==> src/hdl/timer_irq_pkg.sv <==
// Register map, field positions and timing counts of the timer flag block.
// Assumes a 16-bit AXI4-Lite byte address; each register sits at four times its index.
package timer_irq_pkg;
  // Bus widths
  localparam int ADDR_W = 16;
  localparam int IDX_W = 14;
  // Register indexes (byte address is index * 4)
  localparam logic [IDX_W-1:0] IDX_EDGE_CTRL = 14'h1021;
  localparam logic [IDX_W-1:0] IDX_MASK_A = 14'h1022;
  localparam logic [IDX_W-1:0] IDX_FLAG_A = 14'h1023;
  localparam logic [IDX_W-1:0] IDX_MASK_B = 14'h1024;
  localparam logic [IDX_W-1:0] IDX_FLAG_B = 14'h1025;
  localparam logic [IDX_W-1:0] IDX_PULSE_CTRL = 14'h1026;
  localparam logic [IDX_W-1:0] IDX_COUNT = 14'h1027;
  // Reset value of every control and flag register
  localparam logic [7:0] REG_RESET = 8'h00;
  // Second flag and mask register fields
  localparam int FB_OVERFLOW = 7;
  localparam int FB_PERIODIC = 6;
  localparam int FB_PULSE_WRAP = 5;
  localparam int FB_PULSE_EDGE = 4;
  // Pulse accumulator control fields
  localparam int PC_PORT_DIR = 7;
  localparam int PC_ENABLE = 6;
  localparam int PC_MODE = 5;
  localparam int PC_EDGE = 4;
  // Prescaler write window in E cycles
  localparam logic [6:0] PRESCALE_WINDOW = 7'h40;
  // Gated accumulation tick, E divided by 64
  localparam logic [5:0] GATE_DIV_LAST = 6'h3F;
  // Shortest periodic divide is 2**13
  localparam int RATE_BASE = 13;
  // AXI responses
  localparam logic [1:0] RESP_OKAY = 2'h0;
  localparam logic [1:0] RESP_SLVERR = 2'h2;
endpackage : timer_irq_pkg

==> src/hdl/timer_irq_prescale_rti.sv <==
// Free-running timer flags, masks, prescaler, periodic tick and pulse counter.
// Assumes one clock, pins already synchronous, and an AXI4-Lite master.
`timescale 1ns/1ps

module timer_irq_prescale_rti (
  input wire logic clk_sys,
  input wire logic rst,
  input wire logic special_mode,
  input wire logic [4:0][15:0] compare_value,
  input wire logic [2:0] capture_pins,
  input wire logic pulse_input_pin,
  output logic irq,
  output logic [15:0] free_running_count,
  input wire logic [timer_irq_pkg::ADDR_W-1:0] s_axi_awaddr,
  input wire logic s_axi_awvalid,
  output logic s_axi_awready,
  input wire logic [31:0] s_axi_wdata,
  input wire logic [3:0] s_axi_wstrb,
  input wire logic s_axi_wvalid,
  output logic s_axi_wready,
  output logic [1:0] s_axi_bresp,
  output logic s_axi_bvalid,
  input wire logic s_axi_bready,
  input wire logic [timer_irq_pkg::ADDR_W-1:0] s_axi_araddr,
  input wire logic s_axi_arvalid,
  output logic s_axi_arready,
  output logic [31:0] s_axi_rdata,
  output logic [1:0] s_axi_rresp,
  output logic s_axi_rvalid,
  input wire logic s_axi_rready
);

  // Last prescaler phase for each divide select
  function automatic logic [3:0] prescale_last(input logic [1:0] sel);
    unique case (sel)
      2'h0: prescale_last = 4'h0;
      2'h1: prescale_last = 4'h3;
      2'h2: prescale_last = 4'h7;
      2'h3: prescale_last = 4'hF;
    endcase
  endfunction : prescale_last

  // Whether an edge pair meets a capture edge code
  function automatic logic capture_hit(input logic [1:0] sel, input logic rise,
                                       input logic fall);
    unique case (sel)
      2'h0: capture_hit = 1'b0;
      2'h1: capture_hit = rise;
      2'h2: capture_hit = fall;
      2'h3: capture_hit = rise | fall;
    endcase
  endfunction : capture_hit

  // Register index carried by a byte address
  function automatic logic [timer_irq_pkg::IDX_W-1:0] reg_index(
    input logic [timer_irq_pkg::ADDR_W-1:0] addr);
    reg_index = addr[timer_irq_pkg::ADDR_W-1:2];
  endfunction : reg_index

  logic [7:0] mask_a_ff; // Compare and capture enables
  logic [7:0] flag_a_ff; // Compare and capture flags
  logic [3:0] mask_b_ff; // Upper enables of second mask
  logic [3:0] flag_b_ff; // Overflow, periodic, wrap, edge flags
  logic [1:0] prescale_sel_ff; // Count divide select
  logic [7:0] pulse_ctrl_ff; // Pulse control, bits 3..2 kept zero
  logic [5:0] edge_ctrl_ff; // Three two-bit capture edge codes
  logic [15:0] count_ff; // Free-running count
  logic [3:0] prescale_ff; // Phase within the divide
  logic [15:0] rate_div_ff; // E cycle divider for periodic tick
  logic [7:0] pulse_count_ff; // Pulse accumulator count
  logic [5:0] gate_div_ff; // E over 64 for gated mode
  logic [6:0] window_ff; // Cycles since reset, saturating
  logic prescale_done_ff; // Prescaler already written once
  logic [2:0] cap_prev_ff; // Last capture pin levels
  logic pulse_prev_ff; // Last pulse pin level
  logic bvalid_ff;
  logic [1:0] bresp_ff;
  logic rvalid_ff;
  logic [1:0] rresp_ff;
  logic [31:0] rdata_ff;

  // Write channel handshake: address and data taken together
  logic wr_take;
  logic wr_lane;
  logic [timer_irq_pkg::IDX_W-1:0] wr_idx;
  logic [7:0] wr_byte;
  logic rd_take;
  logic wr_mapped;
  assign wr_take = s_axi_awvalid & s_axi_wvalid & ~bvalid_ff;
  assign wr_lane = wr_take & s_axi_wstrb[0];
  assign wr_idx = reg_index(s_axi_awaddr);
  assign wr_byte = s_axi_wdata[7:0];
  assign rd_take = s_axi_arvalid & ~rvalid_ff;
  assign s_axi_awready = wr_take;
  assign s_axi_wready = wr_take;
  assign s_axi_arready = rd_take;
  assign wr_mapped = wr_idx inside {timer_irq_pkg::IDX_EDGE_CTRL, timer_irq_pkg::IDX_MASK_A,
    timer_irq_pkg::IDX_FLAG_A, timer_irq_pkg::IDX_MASK_B, timer_irq_pkg::IDX_FLAG_B,
    timer_irq_pkg::IDX_PULSE_CTRL, timer_irq_pkg::IDX_COUNT};

  // Per-register write strobes
  logic wr_mask_a, wr_flag_a, wr_mask_b, wr_flag_b, wr_pulse, wr_edge;
  assign wr_mask_a = wr_lane & (wr_idx == timer_irq_pkg::IDX_MASK_A);
  assign wr_flag_a = wr_lane & (wr_idx == timer_irq_pkg::IDX_FLAG_A);
  assign wr_mask_b = wr_lane & (wr_idx == timer_irq_pkg::IDX_MASK_B);
  assign wr_flag_b = wr_lane & (wr_idx == timer_irq_pkg::IDX_FLAG_B);
  assign wr_pulse = wr_lane & (wr_idx == timer_irq_pkg::IDX_PULSE_CTRL);
  assign wr_edge = wr_lane & (wr_idx == timer_irq_pkg::IDX_EDGE_CTRL);

  // Write response, one cycle after the take
  always_ff @(posedge clk_sys or posedge rst) begin
    if (rst) begin
      bvalid_ff <= 1'b0;
      bresp_ff <= timer_irq_pkg::RESP_OKAY;
    end else if (wr_take) begin
      bvalid_ff <= 1'b1;
      bresp_ff <= wr_mapped ? timer_irq_pkg::RESP_OKAY : timer_irq_pkg::RESP_SLVERR;
    end else if (s_axi_bready) begin
      bvalid_ff <= 1'b0;
    end
  end
  assign s_axi_bvalid = bvalid_ff;
  assign s_axi_bresp = bresp_ff;

  // Read mux; unmapped words read zero with an error
  logic [7:0] nxt_rbyte;
  logic nxt_rerr;
  always_comb begin
    nxt_rbyte = 8'h00;
    nxt_rerr = 1'b0;
    unique case (reg_index(s_axi_araddr))
      timer_irq_pkg::IDX_EDGE_CTRL: nxt_rbyte = {2'h0, edge_ctrl_ff};
      timer_irq_pkg::IDX_MASK_A: nxt_rbyte = mask_a_ff;
      timer_irq_pkg::IDX_FLAG_A: nxt_rbyte = flag_a_ff;
      timer_irq_pkg::IDX_MASK_B: nxt_rbyte = {mask_b_ff, 2'h0, prescale_sel_ff};
      timer_irq_pkg::IDX_FLAG_B: nxt_rbyte = {flag_b_ff, 4'h0};
      timer_irq_pkg::IDX_PULSE_CTRL: nxt_rbyte = pulse_ctrl_ff;
      timer_irq_pkg::IDX_COUNT: nxt_rbyte = pulse_count_ff;
      default: nxt_rerr = 1'b1;
    endcase
  end

  // Read response, one cycle after the take
  always_ff @(posedge clk_sys or posedge rst) begin
    if (rst) begin
      rvalid_ff <= 1'b0;
      rresp_ff <= timer_irq_pkg::RESP_OKAY;
      rdata_ff <= 32'h0000_0000;
    end else if (rd_take) begin
      rvalid_ff <= 1'b1;
      rresp_ff <= nxt_rerr ? timer_irq_pkg::RESP_SLVERR : timer_irq_pkg::RESP_OKAY;
      rdata_ff <= {24'h00_0000, nxt_rbyte};
    end else if (s_axi_rready) begin
      rvalid_ff <= 1'b0;
    end
  end
  assign s_axi_rvalid = rvalid_ff;
  assign s_axi_rresp = rresp_ff;
  assign s_axi_rdata = rdata_ff;

  // Plain control registers
  always_ff @(posedge clk_sys or posedge rst) begin
    if (rst) begin
      mask_a_ff <= timer_irq_pkg::REG_RESET;
      mask_b_ff <= 4'h0;
      pulse_ctrl_ff <= timer_irq_pkg::REG_RESET;
      edge_ctrl_ff <= 6'h00;
    end else begin
      if (wr_mask_a) mask_a_ff <= wr_byte;
      if (wr_mask_b) mask_b_ff <= wr_byte[7:4];
      if (wr_pulse) pulse_ctrl_ff <= {wr_byte[7:4], 2'h0, wr_byte[1:0]};
      if (wr_edge) edge_ctrl_ff <= wr_byte[5:0];
    end
  end

  // Write-once prescaler; special mode lifts the lock for test
  logic prescale_open;
  assign prescale_open = special_mode |
    (~prescale_done_ff & (window_ff < timer_irq_pkg::PRESCALE_WINDOW));
  always_ff @(posedge clk_sys or posedge rst) begin
    if (rst) begin
      prescale_sel_ff <= 2'h0;
      prescale_done_ff <= 1'b0;
      window_ff <= 7'h00;
    end else begin
      if (window_ff < timer_irq_pkg::PRESCALE_WINDOW) window_ff <= window_ff + 7'h01;
      if (wr_mask_b && prescale_open) begin
        prescale_sel_ff <= wr_byte[1:0];
        prescale_done_ff <= 1'b1;
      end
    end
  end

  // Prescaled free-running count
  logic count_tick;
  logic [15:0] nxt_count;
  assign count_tick = (prescale_ff == prescale_last(prescale_sel_ff));
  assign nxt_count = count_ff + 16'h0001;
  always_ff @(posedge clk_sys or posedge rst) begin
    if (rst) begin
      prescale_ff <= 4'h0;
      count_ff <= 16'h0000;
    end else begin
      // advance every 1, 4, 8, 16
      prescale_ff <= count_tick ? 4'h0 : prescale_ff + 4'h1;
      if (count_tick) count_ff <= nxt_count;
    end
  end
  assign free_running_count = count_ff;

  // Periodic tick: all low 13+rate divider bits at one
  logic [15:0] rate_mask;
  logic periodic_tick;
  assign rate_mask = 16'hFFFF >> (2'h3 - pulse_ctrl_ff[1:0]);
  assign periodic_tick = ((rate_div_ff & rate_mask) == rate_mask);
  always_ff @(posedge clk_sys or posedge rst) begin
    if (rst) rate_div_ff <= 16'h0000;
    else rate_div_ff <= rate_div_ff + 16'h0001;
  end

  // Edge detection on capture and pulse pins
  logic [2:0] cap_rise, cap_fall, cap_event;
  logic pulse_active_edge, pulse_inc;
  always_ff @(posedge clk_sys or posedge rst) begin
    if (rst) begin
      cap_prev_ff <= 3'h0;
      pulse_prev_ff <= 1'b0;
    end else begin
      cap_prev_ff <= capture_pins;
      pulse_prev_ff <= pulse_input_pin;
    end
  end
  assign cap_rise = capture_pins & ~cap_prev_ff;
  assign cap_fall = ~capture_pins & cap_prev_ff;
  // edge code per channel, channel 1 in top pair
  always_comb begin
    for (int i = 0; i < 3; i++) begin
      cap_event[2-i] = capture_hit(edge_ctrl_ff[5-2*i -: 2], cap_rise[2-i], cap_fall[2-i]);
    end
  end
  // Edge select 1 picks rising edges, 0 falling
  assign pulse_active_edge = pulse_ctrl_ff[timer_irq_pkg::PC_ENABLE] &
    (pulse_ctrl_ff[timer_irq_pkg::PC_EDGE] ? (pulse_input_pin & ~pulse_prev_ff)
                                           : (~pulse_input_pin & pulse_prev_ff));
  // Event mode counts edges; gated mode counts E/64 while pin is not inhibiting
  assign pulse_inc = pulse_ctrl_ff[timer_irq_pkg::PC_MODE] ?
    (pulse_ctrl_ff[timer_irq_pkg::PC_ENABLE] & (gate_div_ff == timer_irq_pkg::GATE_DIV_LAST) &
     (pulse_input_pin != pulse_ctrl_ff[timer_irq_pkg::PC_EDGE])) : pulse_active_edge;

  // Pulse count; software may overwrite it, and the write wins over a count
  always_ff @(posedge clk_sys or posedge rst) begin
    if (rst) begin
      pulse_count_ff <= 8'h00;
      gate_div_ff <= 6'h00;
    end else begin
      gate_div_ff <= gate_div_ff + 6'h01;
      if (wr_lane && wr_idx == timer_irq_pkg::IDX_COUNT) pulse_count_ff <= wr_byte;
      else if (pulse_inc) pulse_count_ff <= pulse_count_ff + 8'h01;
    end
  end

  // Event sets for both flag registers
  logic [7:0] set_a;
  logic [3:0] set_b;
  always_comb begin
    // compare matches on the new count
    for (int i = 0; i < 5; i++) begin
      set_a[7-i] = count_tick & (nxt_count == compare_value[i]);
    end
    set_a[2:0] = cap_event;
    set_b[3] = count_tick & (count_ff == 16'hFFFF);
    set_b[2] = periodic_tick;
    set_b[1] = pulse_inc & (pulse_count_ff == 8'hFF) &
      ~(wr_lane && wr_idx == timer_irq_pkg::IDX_COUNT);
    set_b[0] = pulse_active_edge;
  end

  // Sticky flags; a set in the clearing cycle survives
  always_ff @(posedge clk_sys or posedge rst) begin
    if (rst) begin
      flag_a_ff <= timer_irq_pkg::REG_RESET;
      flag_b_ff <= 4'h0;
    end else begin
      flag_a_ff <= (flag_a_ff & ~(wr_flag_a ? wr_byte : 8'h00)) | set_a;
      flag_b_ff <= (flag_b_ff & ~(wr_flag_b ? wr_byte[7:4] : 4'h0)) | set_b;
    end
  end

  // masked flags raise the level interrupt
  assign irq = |(flag_a_ff & mask_a_ff) | |(flag_b_ff & mask_b_ff);
endmodule : timer_irq_prescale_rti

==> config.mk <==
export PLATFORM = sky130hd
export DESIGN_NAME = timer_irq_prescale_rti
export DESIGN_NICKNAME = d
export VERILOG_FILES = /design/src/hdl/timer_irq_pkg.sv /design/src/hdl/timer_irq_prescale_rti.sv
export SDC_FILE = /design/constraint.sdc
export NUM_CORES = 1
export LEC_CHECK = 0
export BUFFER_PORTS_ARGS = -buffer_cell sky130_fd_sc_hd__buf_4
export CAP_MARGIN = 20
export CORE_MARGIN = 4
export CORE_UTILIZATION = 54
export DETAILED_ROUTE_END_ITERATION = 8
export PLACE_DENSITY = 0.79
export SYNTH_ARGS = -nofsm -noshare
export SYNTH_HDL_FRONTEND = slang
export SYNTH_SLANG_ARGS = --single-unit
==> constraint.sdc <==
create_clock -name clk_sys -period 3.4 [get_ports clk_sys]
set_input_delay 0 -clock clk_sys [delete_from_list [all_inputs] [get_ports clk_sys]]
set_output_delay 0 -clock clk_sys [all_outputs]
set_load 0.01 [all_outputs]
==> results.tsv, run 1 <==
metric	value	unit
status	finished, final reports clean	
pwr-share-comb	36.9	%
internal_power	2.70	mW
path_clk_slew	0.08	ns
grt_pass1_wl	34.2	mm
ys_seq_area_share	35.5	%
grt_max_degree	113	
syn_inst	825	
clock.fmax	337	MHz
antenna_found_initial	0	
cts_tree	done	
gp_congestion	0.959	
yosysTopAreaCell	dfrtp_1	
die_h	129	um
critPathArrivalTime	3.23	ns
coreArea	14100	um^2
firstDrtPassIters	7	
via_count	6846	
p_clk_share	24.6	%
cp.required	3.66	ns
end_kind	flop	
syn_area	7910	um^2
pin_count	218	
drt_iter0_markers	531	
routedWlPerCell	18.3	um
hp-class	input port to flop	
final_antenna_net_count	0	
p_sw	1.57	mW
dieArea	16600	um^2
clock_latency	0.36	ns
wirelength	21.4	mm
cp_max_fo	21	
synth_edf_count	0	
syn_avg_cell_area	9.58	um^2
clock_path_buffers	2	
die_x	129	um
slew_violations	0	
setup_viol	0	
route.detailed.drc	0	
grt_pass1_vias	6739	
max_cap_violations	0	
fill_cells	1131	
synth_ff_type	dfrtp_1	
area_growth	22.1	%
hpwl	16.5	mm
tightest_slew	0.918	ns
fin_skew	0.0100	ns
routed_via_density	5.83	
cts_root_buf	clkbuf_16	
cts-resized-gates	0	
finalPower	4.27	mW
io_buffers	160	
leakagePower	4.41	nW
ctsHoldBuffers	19	
rsz0062_at_grt	false	
ys_warn_count	0	
synth.distinct_cells	73	
htree_levels	3	
finalNetCount	1161	
fin_crit	2.97	ns
rrSetupSlack	0.43	ns
fin_setup_tns	0	ns
synth-async-reset-ratio	100	%
gr-total-overflow	0	
startpoint_type	flop	
hold_violations	0	
ir_drop	0.476	mV
drive_above_1_share	24.8	%
cts_setup_buffers	0	
holdWs	0.00847	ns
ys_seq_elements	112	
cts.sinks	112	
start_util	56.1	%
criticalPathCategory	flop to flop	
powerDensity	443	nW/um^2
numCtsBuffers	9	
grt_usage	26.1	%
rows	43	
finalCritPeriodShare	87.3	%
p_seq_share	38.5	%
synth_top_area_share	35.5	%
relSlewSlack	37.8	%
synth.area.top_cells	dfrtp_1 (35%), xnor2_1 (8.5%), mux2_2 (5.0%), xor2_1 (4.0%), xnor3_1 (3.4%)	
diodes	0	
power.switching_fraction	36.7	%
==> cell usage after synthesis, types with 10 or more instances <==
| cell type | number |
|---|---|
| nand2_1 | 67 |
| inv_1 | 33 |
| mux2_2 | 35 |
| mux2i_1 | 12 |
| and3_1 | 12 |
| nor3_1 | 19 |
| xnor3_1 | 12 |
| ha_1 | 12 |
| buf_2 | 11 |
| clkbuf_1 | 24 |
| nor2_1 | 41 |
| nand2b_1 | 10 |
| xnor2_1 | 77 |
| buf_4 | 31 |
| nand4_1 | 14 |
| dfrtp_1 | 112 |
| nor4_1 | 10 |
| xor2_1 | 36 |
| nand3_1 | 27 |
| a21oi_1 | 17 |
| o21ai_0 | 49 |
==> flip-flops by register name (all words and copies together) (netlist names) <==
| signal | count |
|---|---|
| s_axi_bresp | 1 |
| pulse_count_ff | 8 |
| edge_ctrl_ff | 6 |
| gate_div_ff | 6 |
| mask_b_ff | 4 |
| s_axi_rdata | 8 |
| pulse_ctrl_ff | 6 |
| free_running_count | 16 |
| mask_a_ff | 8 |
| s_axi_rresp | 1 |
| window_ff | 7 |
| flag_a_ff | 8 |
| flag_b_ff | 4 |
| prescale_ff | 4 |
| rate_div_ff | 16 |
| s_axi_rvalid | 1 |
| cap_prev_ff | 3 |
| prescale_sel_ff | 2 |
| prescale_done_ff | 1 |
| s_axi_bvalid | 1 |
| pulse_prev_ff | 1 |
==> power by group through the flow <==
stage	combinational, mW	sequential [mW]	clock (mW)
finish	1.58	1.65	1.05
global route	1.73	1.67	1.13
CTS	1.56	1.64	1.08
detailed placement	1.54	1.66	0
global placement	1.52	1.66	0
floorplan	1.11	1.59	0
==> path summary, 6_finish.rpt <==
check	cells after the start	to	start
max in group asynchronous	4	window_ff[5]	rst
worst min register to register	1	rate_div_ff[15]	rate_div_ff[15]
worst min-delay path	3	s_axi_bresp[1]	s_axi_awvalid
worst max-delay path	7	flag_a_ff[5]	free_running_count[2]
min in group asynchronous	4	gate_div_ff[0]	rst
worst max register to register	7	flag_a_ff[5]	free_running_count[2]
==> per-stage QoR <==
stage / worst slack (ns) / utilization (%) / instances / instance area [um^2]
after floorplan: 0.441 / - / 850 / 8000
after global placement: 0.574 / 65.0 / 1139 / 9170
after detailed placement: 0.482 / 65.0 / 1139 / 9170
after CTS: 0.460 / 68.5 / 1174 / 9650
after global routing: 0.197 / 68.5 / 1174 / 9650
final: 0.432 / 68.5 / 1174 / 9650
==> kinds of logic (layout without fill, tap and decap cells) <==
group / count (synthesis) / count (layout) / share of synthesized area, %
and+or+nand+nor: 262 / 262 / 18.3
DFF: 112 / 112 / 35.5
adders and majority gates: 12 / 12 / 1.90
muxes: 51 / 51 / 7.64
AOI/OAI and AO/OA: 159 / 159 / 13.9
xor gates and xnor gates: 125 / 125 / 15.9
buffers and inverters: 103 / 247 / 6.82
other: 1 / 26 / 0.0474
==> cell type report <==
cell class | instances | area [um^2] | share of cell area, %
Multi-Input combinational cell | 635 | 4660 | 48.3
Inverter | 33 | 126 | 1.31
Sequential cell | 112 | 2800 | 29.0
Clock inverter | 5 | 48.8 | 0.506
Timing Repair Buffer | 198 | 1550 | 16.0
Clock buffer | 11 | 243 | 2.52
Tap cell | 180 | 225 | 2.33
==> placed cells by master (no fill, tap or decap), types with 5 or more instances in the layout <==
cell type	Yosys	routed
a211oi_1	6	6
a21o_1	8	8
a21oi_1	17	17
a221oi_1	7	7
a22o_1	8	8
a22oi_1	6	6
a31oi_1	9	9
and3_1	12	12
and4_1	6	6
buf_4	31	178
clkbuf_16	0	9
conb_1	1	26
dfrtp_1	112	112
dlygate4sd3_1	0	19
ha_1	12	12
inv_1	33	32
mux2_2	35	35
mux2i_1	12	12
nand2_1	67	67
nand2b_1	10	10
nand3_1	27	27
nand3b_1	9	9
nand4_1	14	14
nor2_1	41	41
nor2b_1	6	6
nor3_1	19	19
nor3b_1	6	6
nor4_1	10	10
o211ai_1	9	9
o21ai_0	49	49
or3_1	5	5
or4_1	8	8
xnor2_1	77	77
xnor3_1	12	12
xor2_1	36	36
==> metal layers <==
metal	GRT usage, %	share of wire, %	vias to the layer above
li1	-	-	3252
met1	33.7	40	3237
met2	43.9	49	316
met3	5.06	7.3	41
met4	9.33	3.1	0
met5	0	0	-
==> critical path, stage by stage (launching register included) <==
cell and delay [ns]:
dfrtp_1 0.78, nand3_1 0.47, nor3_1 0.53, buf_4 0.22, xnor2_1 0.07, xnor2_1 0.14, or4_1 0.41, o31ai_2 0.24
No activity file was read; power rests on OpenSTA's default activity.
==> run 2: changes to the inputs <==
==> constraint.sdc (replaced) <==
create_clock -name clk_sys -period 3.2 [get_ports clk_sys]
set_input_delay 0 -clock clk_sys [delete_from_list [all_inputs] [get_ports clk_sys]]
set_output_delay 0 -clock clk_sys [all_outputs]
set_load 0.01 [all_outputs]
==> results.tsv, run 2 (synthesis gave the netlist of run 1 again) <==
metric	value	unit	change
status	finished, final reports clean		unchanged
criticalPathCategory	flop to flop		unchanged
hold_violations	0		unchanged
final_antenna_net_count	0		unchanged
grt_usage	26.3	%	was 26.1%
wl_met3	1.45	mm	was 1.58 mm
met1_length	8.71	mm	was 8.60 mm
hpwl	16.7	mm	was 16.5 mm
area_growth	22.8	%	was 22.1%
gr-total-overflow	0		unchanged
holdWs	0.0151	ns	was 0.00847 ns
grt_max_degree	69		was 113
routed_via_density	5.86		was 5.83
cp.required	3.47	ns	was 3.66 ns
pin_count	218		unchanged
crit_buf_inv	1		unchanged
fin_skew	0.0129	ns	was 0.0100 ns
worstPathCellList	nand3_4 > nor3_1 > buf_4 > xnor2_1 > xnor2_1 > or4_1 > o31ai_2		was nand3_1 > nor3_1 > buf_4 > xnor2_1 > xnor2_1 > or4_1 > o31ai_2
critPathArrivalTime	3.08	ns	was 3.23 ns
startpoint_type	flop		unchanged
crit_path_top_delay_cell	dfrtp_1		unchanged
firstDrtPassIters	6		was 7
leakagePower	4.45	nW	was 4.41 nW
p_seq_share	38.4	%	was 38.5%
clock_path_buffers	2		unchanged
slew_violations	0		unchanged
via_count	6910		was 6846
drt_iter0_markers	591		was 531
numCtsBuffers	9		unchanged
dieArea	16600	um^2	unchanged
clock_latency	0.36	ns	about the same
crit_path_max_incr_delay	0.78	ns	about the same
max_cap_violations	0		unchanged
highest_layer	met4		unchanged
clock.fmax	356	MHz	was 337 MHz
crit_top_cell	xnor2_1		unchanged
cts_tree	done		unchanged
hp-class	input port to flop		unchanged
powerDensity	470	nW/um^2	was 443 nW/um^2
end_kind	flop		unchanged
fill_cells	1102		was 1131
finalCritPeriodShare	87.7	%	was 87.3%
rows	43		unchanged
htree_levels	3		unchanged
die_h	129	um	unchanged
cp_max_fo	16		was 21
setup_viol	0		unchanged
grt_pass1_wl	34.6	mm	was 34.2 mm
path_delay_family	simple AND/OR/NAND/NOR gates		unchanged
fin_crit	2.81	ns	was 2.97 ns
antenna_found_initial	0		unchanged
relSlewSlack	37.4	%	was 37.8%
pre_cts_ws	0.452	ns	was 0.482 ns
most-common-layout-cells	buf_4 (182), dfrtp_1 (112), xnor2_1 (77), nand2_1 (67), o21ai_0 (49)		was buf_4 (178), dfrtp_1 (112), xnor2_1 (77), nand2_1 (67), o21ai_0 (49)
power.switching_fraction	37.0	%	was 36.7%
grt_pass1_vias	6862		was 6739
coreArea	14100	um^2	unchanged
start_util	56.1	%	unchanged
final_common_cell	buf_4		unchanged
path_clk_slew	0.08	ns	about the same
pwr-share-comb	36.4	%	was 36.9%
route.detailed.drc	0		unchanged
tightest_slew	0.925	ns	was 0.918 ns
ir_drop	0.551	mV	was 0.476 mV
met2_length	10.7	mm	was 10.6 mm
fin_setup_tns	0	ns	unchanged
io_buffers	160		unchanged
fin_ws	0.392	ns	was 0.432 ns
p_sw	1.69	mW	was 1.57 mW
gp_congestion	1.02		was 0.959
die_x	129	um	unchanged
routedWlPerCell	18.2	um	was 18.3 um
rsz0062_at_grt	false		unchanged
wirelength	21.5	mm	was 21.4 mm
drive_above_1_share	25.2	%	was 24.8%
cts.sinks	112		unchanged
cts_root_buf	clkbuf_16		unchanged
finalNetCount	1166		was 1161
internal_power	2.88	mW	was 2.70 mW
p_clk_share	25.2	%	was 24.6%
[run 2: through the flow]
stage               utilization (%)  instances  instance area, um^2  power (mW)
floorplan                         -        850                 8000        2.87
global placement               65.2       1143                 9200        3.37
detailed placement             65.2       1143                 9200        3.40
CTS                            68.8       1179                 9700        4.57
global route                   68.8       1179                 9700        4.84
finish                         68.9       1180                 9710        4.56
[run 2: final timing paths]
kind / from / to / depth (start not counted) / slack, ns
hold reg to reg: rate_div_ff[15] / rate_div_ff[15] / 1 / 0.47
setup reg to reg: free_running_count[5] / flag_a_ff[5] / 7 / 0.39
hold / removal: s_axi_awvalid / s_axi_bresp[1] / 3 / 0.02
min in group asynchronous: rst / gate_div_ff[0] / 3 / 0.39
max in group asynchronous: rst / flag_a_ff[4] / 4 / 2.08
setup / recovery: free_running_count[5] / flag_a_ff[5] / 7 / 0.39
[run 2: repair_timing]
item / 4_1_cts / 5_1_grt
resized for setup: 0 / 0
buffers inserted: 0 / 0
hold buffers: 20 / 0
hold endpoints to repair: 113 / 0
[run 2: worst reg2reg max path: stages (launching register included)]
cell and delay, ns:
dfrtp_1 0.78, nand3_4 0.34, nor3_1 0.52, buf_4 0.22, xnor2_1 0.14, xnor2_1 0.10
or4_1 0.42, o31ai_2 0.22
[run 2: final cells by class]
cell class | instances | area [um^2] | area share, %
diodes | 1 | 2.50 | 0.0258
clock buffers | 10 | 239 | 2.46
clock inverters | 6 | 67.6 | 0.696
inverters | 33 | 126 | 1.30
multi-input cells | 635 | 4660 | 48.0
flip-flops and latches | 112 | 2800 | 28.9
well taps | 180 | 225 | 2.32
repair buffers | 203 | 1590 | 16.3
[run 2: power by group through the flow]
| stage | Combinational [mW] | Sequential [mW] | Clock (mW) |
|---|---|---|---|
| after floorplan | 1.18 | 1.69 | 0 |
| after global placement | 1.60 | 1.77 | 0 |
| after detailed placement | 1.63 | 1.77 | 0 |
| after CTS | 1.65 | 1.75 | 1.17 |
| after global routing | 1.83 | 1.78 | 1.23 |
| final | 1.66 | 1.75 | 1.15 |
[run 2: routing by layer]
metal / track usage, % / vias to the layer above
met5: 0 / -
met4: 8.21 / 0
met3: 5.52 / 49
met2: 45.1 / 277
met1: 33.3 / 3326
li1: - / 3258
==> run 3: changes to the inputs <==
--- a/config.mk
+++ b/config.mk
@@ -7,6 +7,7 @@
 export LEC_CHECK = 0
 export BUFFER_PORTS_ARGS = -buffer_cell sky130_fd_sc_hd__buf_4
 export CAP_MARGIN = 20
+export CORE_ASPECT_RATIO = 2
 export CORE_MARGIN = 4
 export CORE_UTILIZATION = 54
 export DETAILED_ROUTE_END_ITERATION = 8
==> results.tsv, run 3 (synthesis gave the netlist of run 1 again) <==
metric	value	unit	change
hp-class	input port to flop		unchanged
cp-endpoint	flag_a_ff[5]		unchanged
met1_length	7.77	mm	was 8.71 mm
pin_count	218		unchanged
diodes	0		was 1
fin_skew	0.00791	ns	was 0.0129 ns
cts.sinks	112		unchanged
wirelength	23.9	mm	was 21.5 mm
critPathArrivalTime	3.05	ns	was 3.08 ns
rrSetupSlack	0.41	ns	was 0.39 ns
tightest_slew	0.947	ns	was 0.925 ns
dieArea	16800	um^2	was 16600 um^2
startpoint_type	flop		unchanged
fin_setup_tns	0	ns	unchanged
finalCritPeriodShare	87.2	%	was 87.7%
rsz0062_at_grt	false		unchanged
path_clk_slew	0.07	ns	was 0.08 ns
grt_usage	29.0	%	was 26.3%
numCtsBuffers	9		unchanged
clock_latency	0.35	ns	was 0.36 ns
firstDrtPassIters	5		was 6
highest_layer	met4		unchanged
reg2reg_depth	8		was 7
max_cap_violations	0		unchanged
hold_violations	0		unchanged
r2r-end	flag_a_ff[5]		unchanged
met2_length	13.1	mm	was 10.7 mm
leakagePower	4.46	nW	was 4.45 nW
gr-total-overflow	0		unchanged
most-common-layout-cells	buf_4 (190), dfrtp_1 (112), xnor2_1 (77), nand2_1 (67), o21ai_0 (49)		was buf_4 (182), dfrtp_1 (112), xnor2_1 (77), nand2_1 (67), o21ai_0 (49)
route.detailed.drc	0		unchanged
grt_max_degree	61		was 69
holdWs	0.0138	ns	was 0.0151 ns
cts_setup_buffers	0		unchanged
cts_root_buf	clkbuf_16		unchanged
critPathLaunch	free_running_count[1]		was free_running_count[5]
powerDensity	466	nW/um^2	was 470 nW/um^2
ir_drop	0.438	mV	was 0.551 mV
io_buffers	160		unchanged
cp.required	3.46	ns	was 3.47 ns
cp_max_fo	16		unchanged
gp_congestion	1.01		was 1.02
finalNetCount	1173		was 1166
fin_crit	2.79	ns	was 2.81 ns
status	finished, final reports clean		unchanged
grt_pass1_vias	7203		was 6862
design_area	9740	um^2	was 9710 um^2
wl_met3	1.18	mm	was 1.45 mm
start_util	55.1	%	was 56.1%
rr_startpoint	free_running_count[1]		was free_running_count[5]
htree_levels	3		unchanged
end_kind	flop		unchanged
relSlewSlack	36.3	%	was 37.4%
drive_above_1_share	25.8	%	was 25.2%
final_common_cell	buf_4		unchanged
routedWlPerCell	20.0	um	was 18.2 um
coreArea	14400	um^2	was 14100 um^2
drt_iter0_markers	293		was 591
cts_tree	done		unchanged
criticalPathCategory	flop to flop		unchanged
grt_pass1_wl	37.0	mm	was 34.6 mm
ctsHoldBuffers	19		was 20
cts-resized-gates	0		unchanged
via_count	6971		was 6910
die_x	93.6	um	was 129 um
die_h	179	um	was 129 um
antenna_found_initial	0		unchanged
clock_path_buffers	2		unchanged
rows	62		was 43
setup_viol	0		unchanged
area_growth	23.2	%	was 22.8%
routed_via_density	5.82		was 5.86
place_area	9270	um^2	was 9200 um^2
slew_violations	0		unchanged
final_antenna_net_count	0		unchanged
hpwl	19.2	mm	was 16.7 mm
clock.fmax	358	MHz	was 356 MHz
==> run 3: cell count changes in the layout (fill, tap and decap cells not counted), sizes merged <==
cell | previous run | this run
buf | 183 | 191
inv | 37 | 33
clkinvlp | 0 | 2
clkinv | 2 | 3
diode | 1 | 0
dlygate4sd3 | 20 | 19
==> run 3: cell type report <==
| cell class | count | area [um^2] |
|---|---|---|
| fillers | 1181 | 4620 |
| inverters | 33 | 126 |
| well taps | 192 | 240 |
| flip-flops and latches | 112 | 2800 |
| repair buffers | 210 | 1640 |
| clock buffers | 10 | 239 |
| multi-input cells | 635 | 4660 |
| clock inverters | 5 | 33.8 |
==> run 3: how the worst min path moves through the flow <==
stage                               start              to  slack (ns)  depth (start not counted)
final                        s_axi_wvalid  s_axi_bresp[1]        0.01                          3
after global routing         s_axi_wvalid  s_axi_bresp[1]        0.05                          3
after CTS                    s_axi_wvalid  s_axi_bresp[1]     0.00006                          3
after detailed placement  capture_pins[1]  cap_prev_ff[1]        0.13                          1
after global placement    capture_pins[1]  cap_prev_ff[1]        0.13                          1
after floorplan           capture_pins[0]  cap_prev_ff[0]        0.03                          0
==> run 3: where the power goes <==
part	internal [mW]	total, mW	switching (mW)
sequential	1.53	1.71	0.183
clock	0.544	1.05	0.507
combinational	0.799	1.78	0.980
total	2.87	4.54	1.67
==> run 3: worst max-delay path, cell delays in order, from the launching register on <==
cell,delay [ns]
dfrtp_1,0.48
ha_1,0.23
buf_4,0.24
and3_1,0.40
and4_1,0.41
xnor2_1,0.15
nor2_1,0.05
or4_1,0.53
o31ai_2,0.22
==> run 3: routing by layer <==
metal | track usage (%) | vias up
met3 | 3.95 | 91
met2 | 55.1 | 292
li1 | - | 3263
met4 | 21.4 | 0
met5 | 0 | -
met1 | 27.5 | 3325
==> run 3: metrics by stage <==
stage	utilization [%]	worst slack [ns]	power, mW	std cells
final	67.8	0.409	4.54	1197
after global routing	67.8	0.204	4.78	1197
after CTS	67.8	0.416	4.55	1197
after detailed placement	64.6	0.438	3.47	1163
after global placement	64.6	0.492	3.45	1163
after floorplan	-	0.241	2.87	850
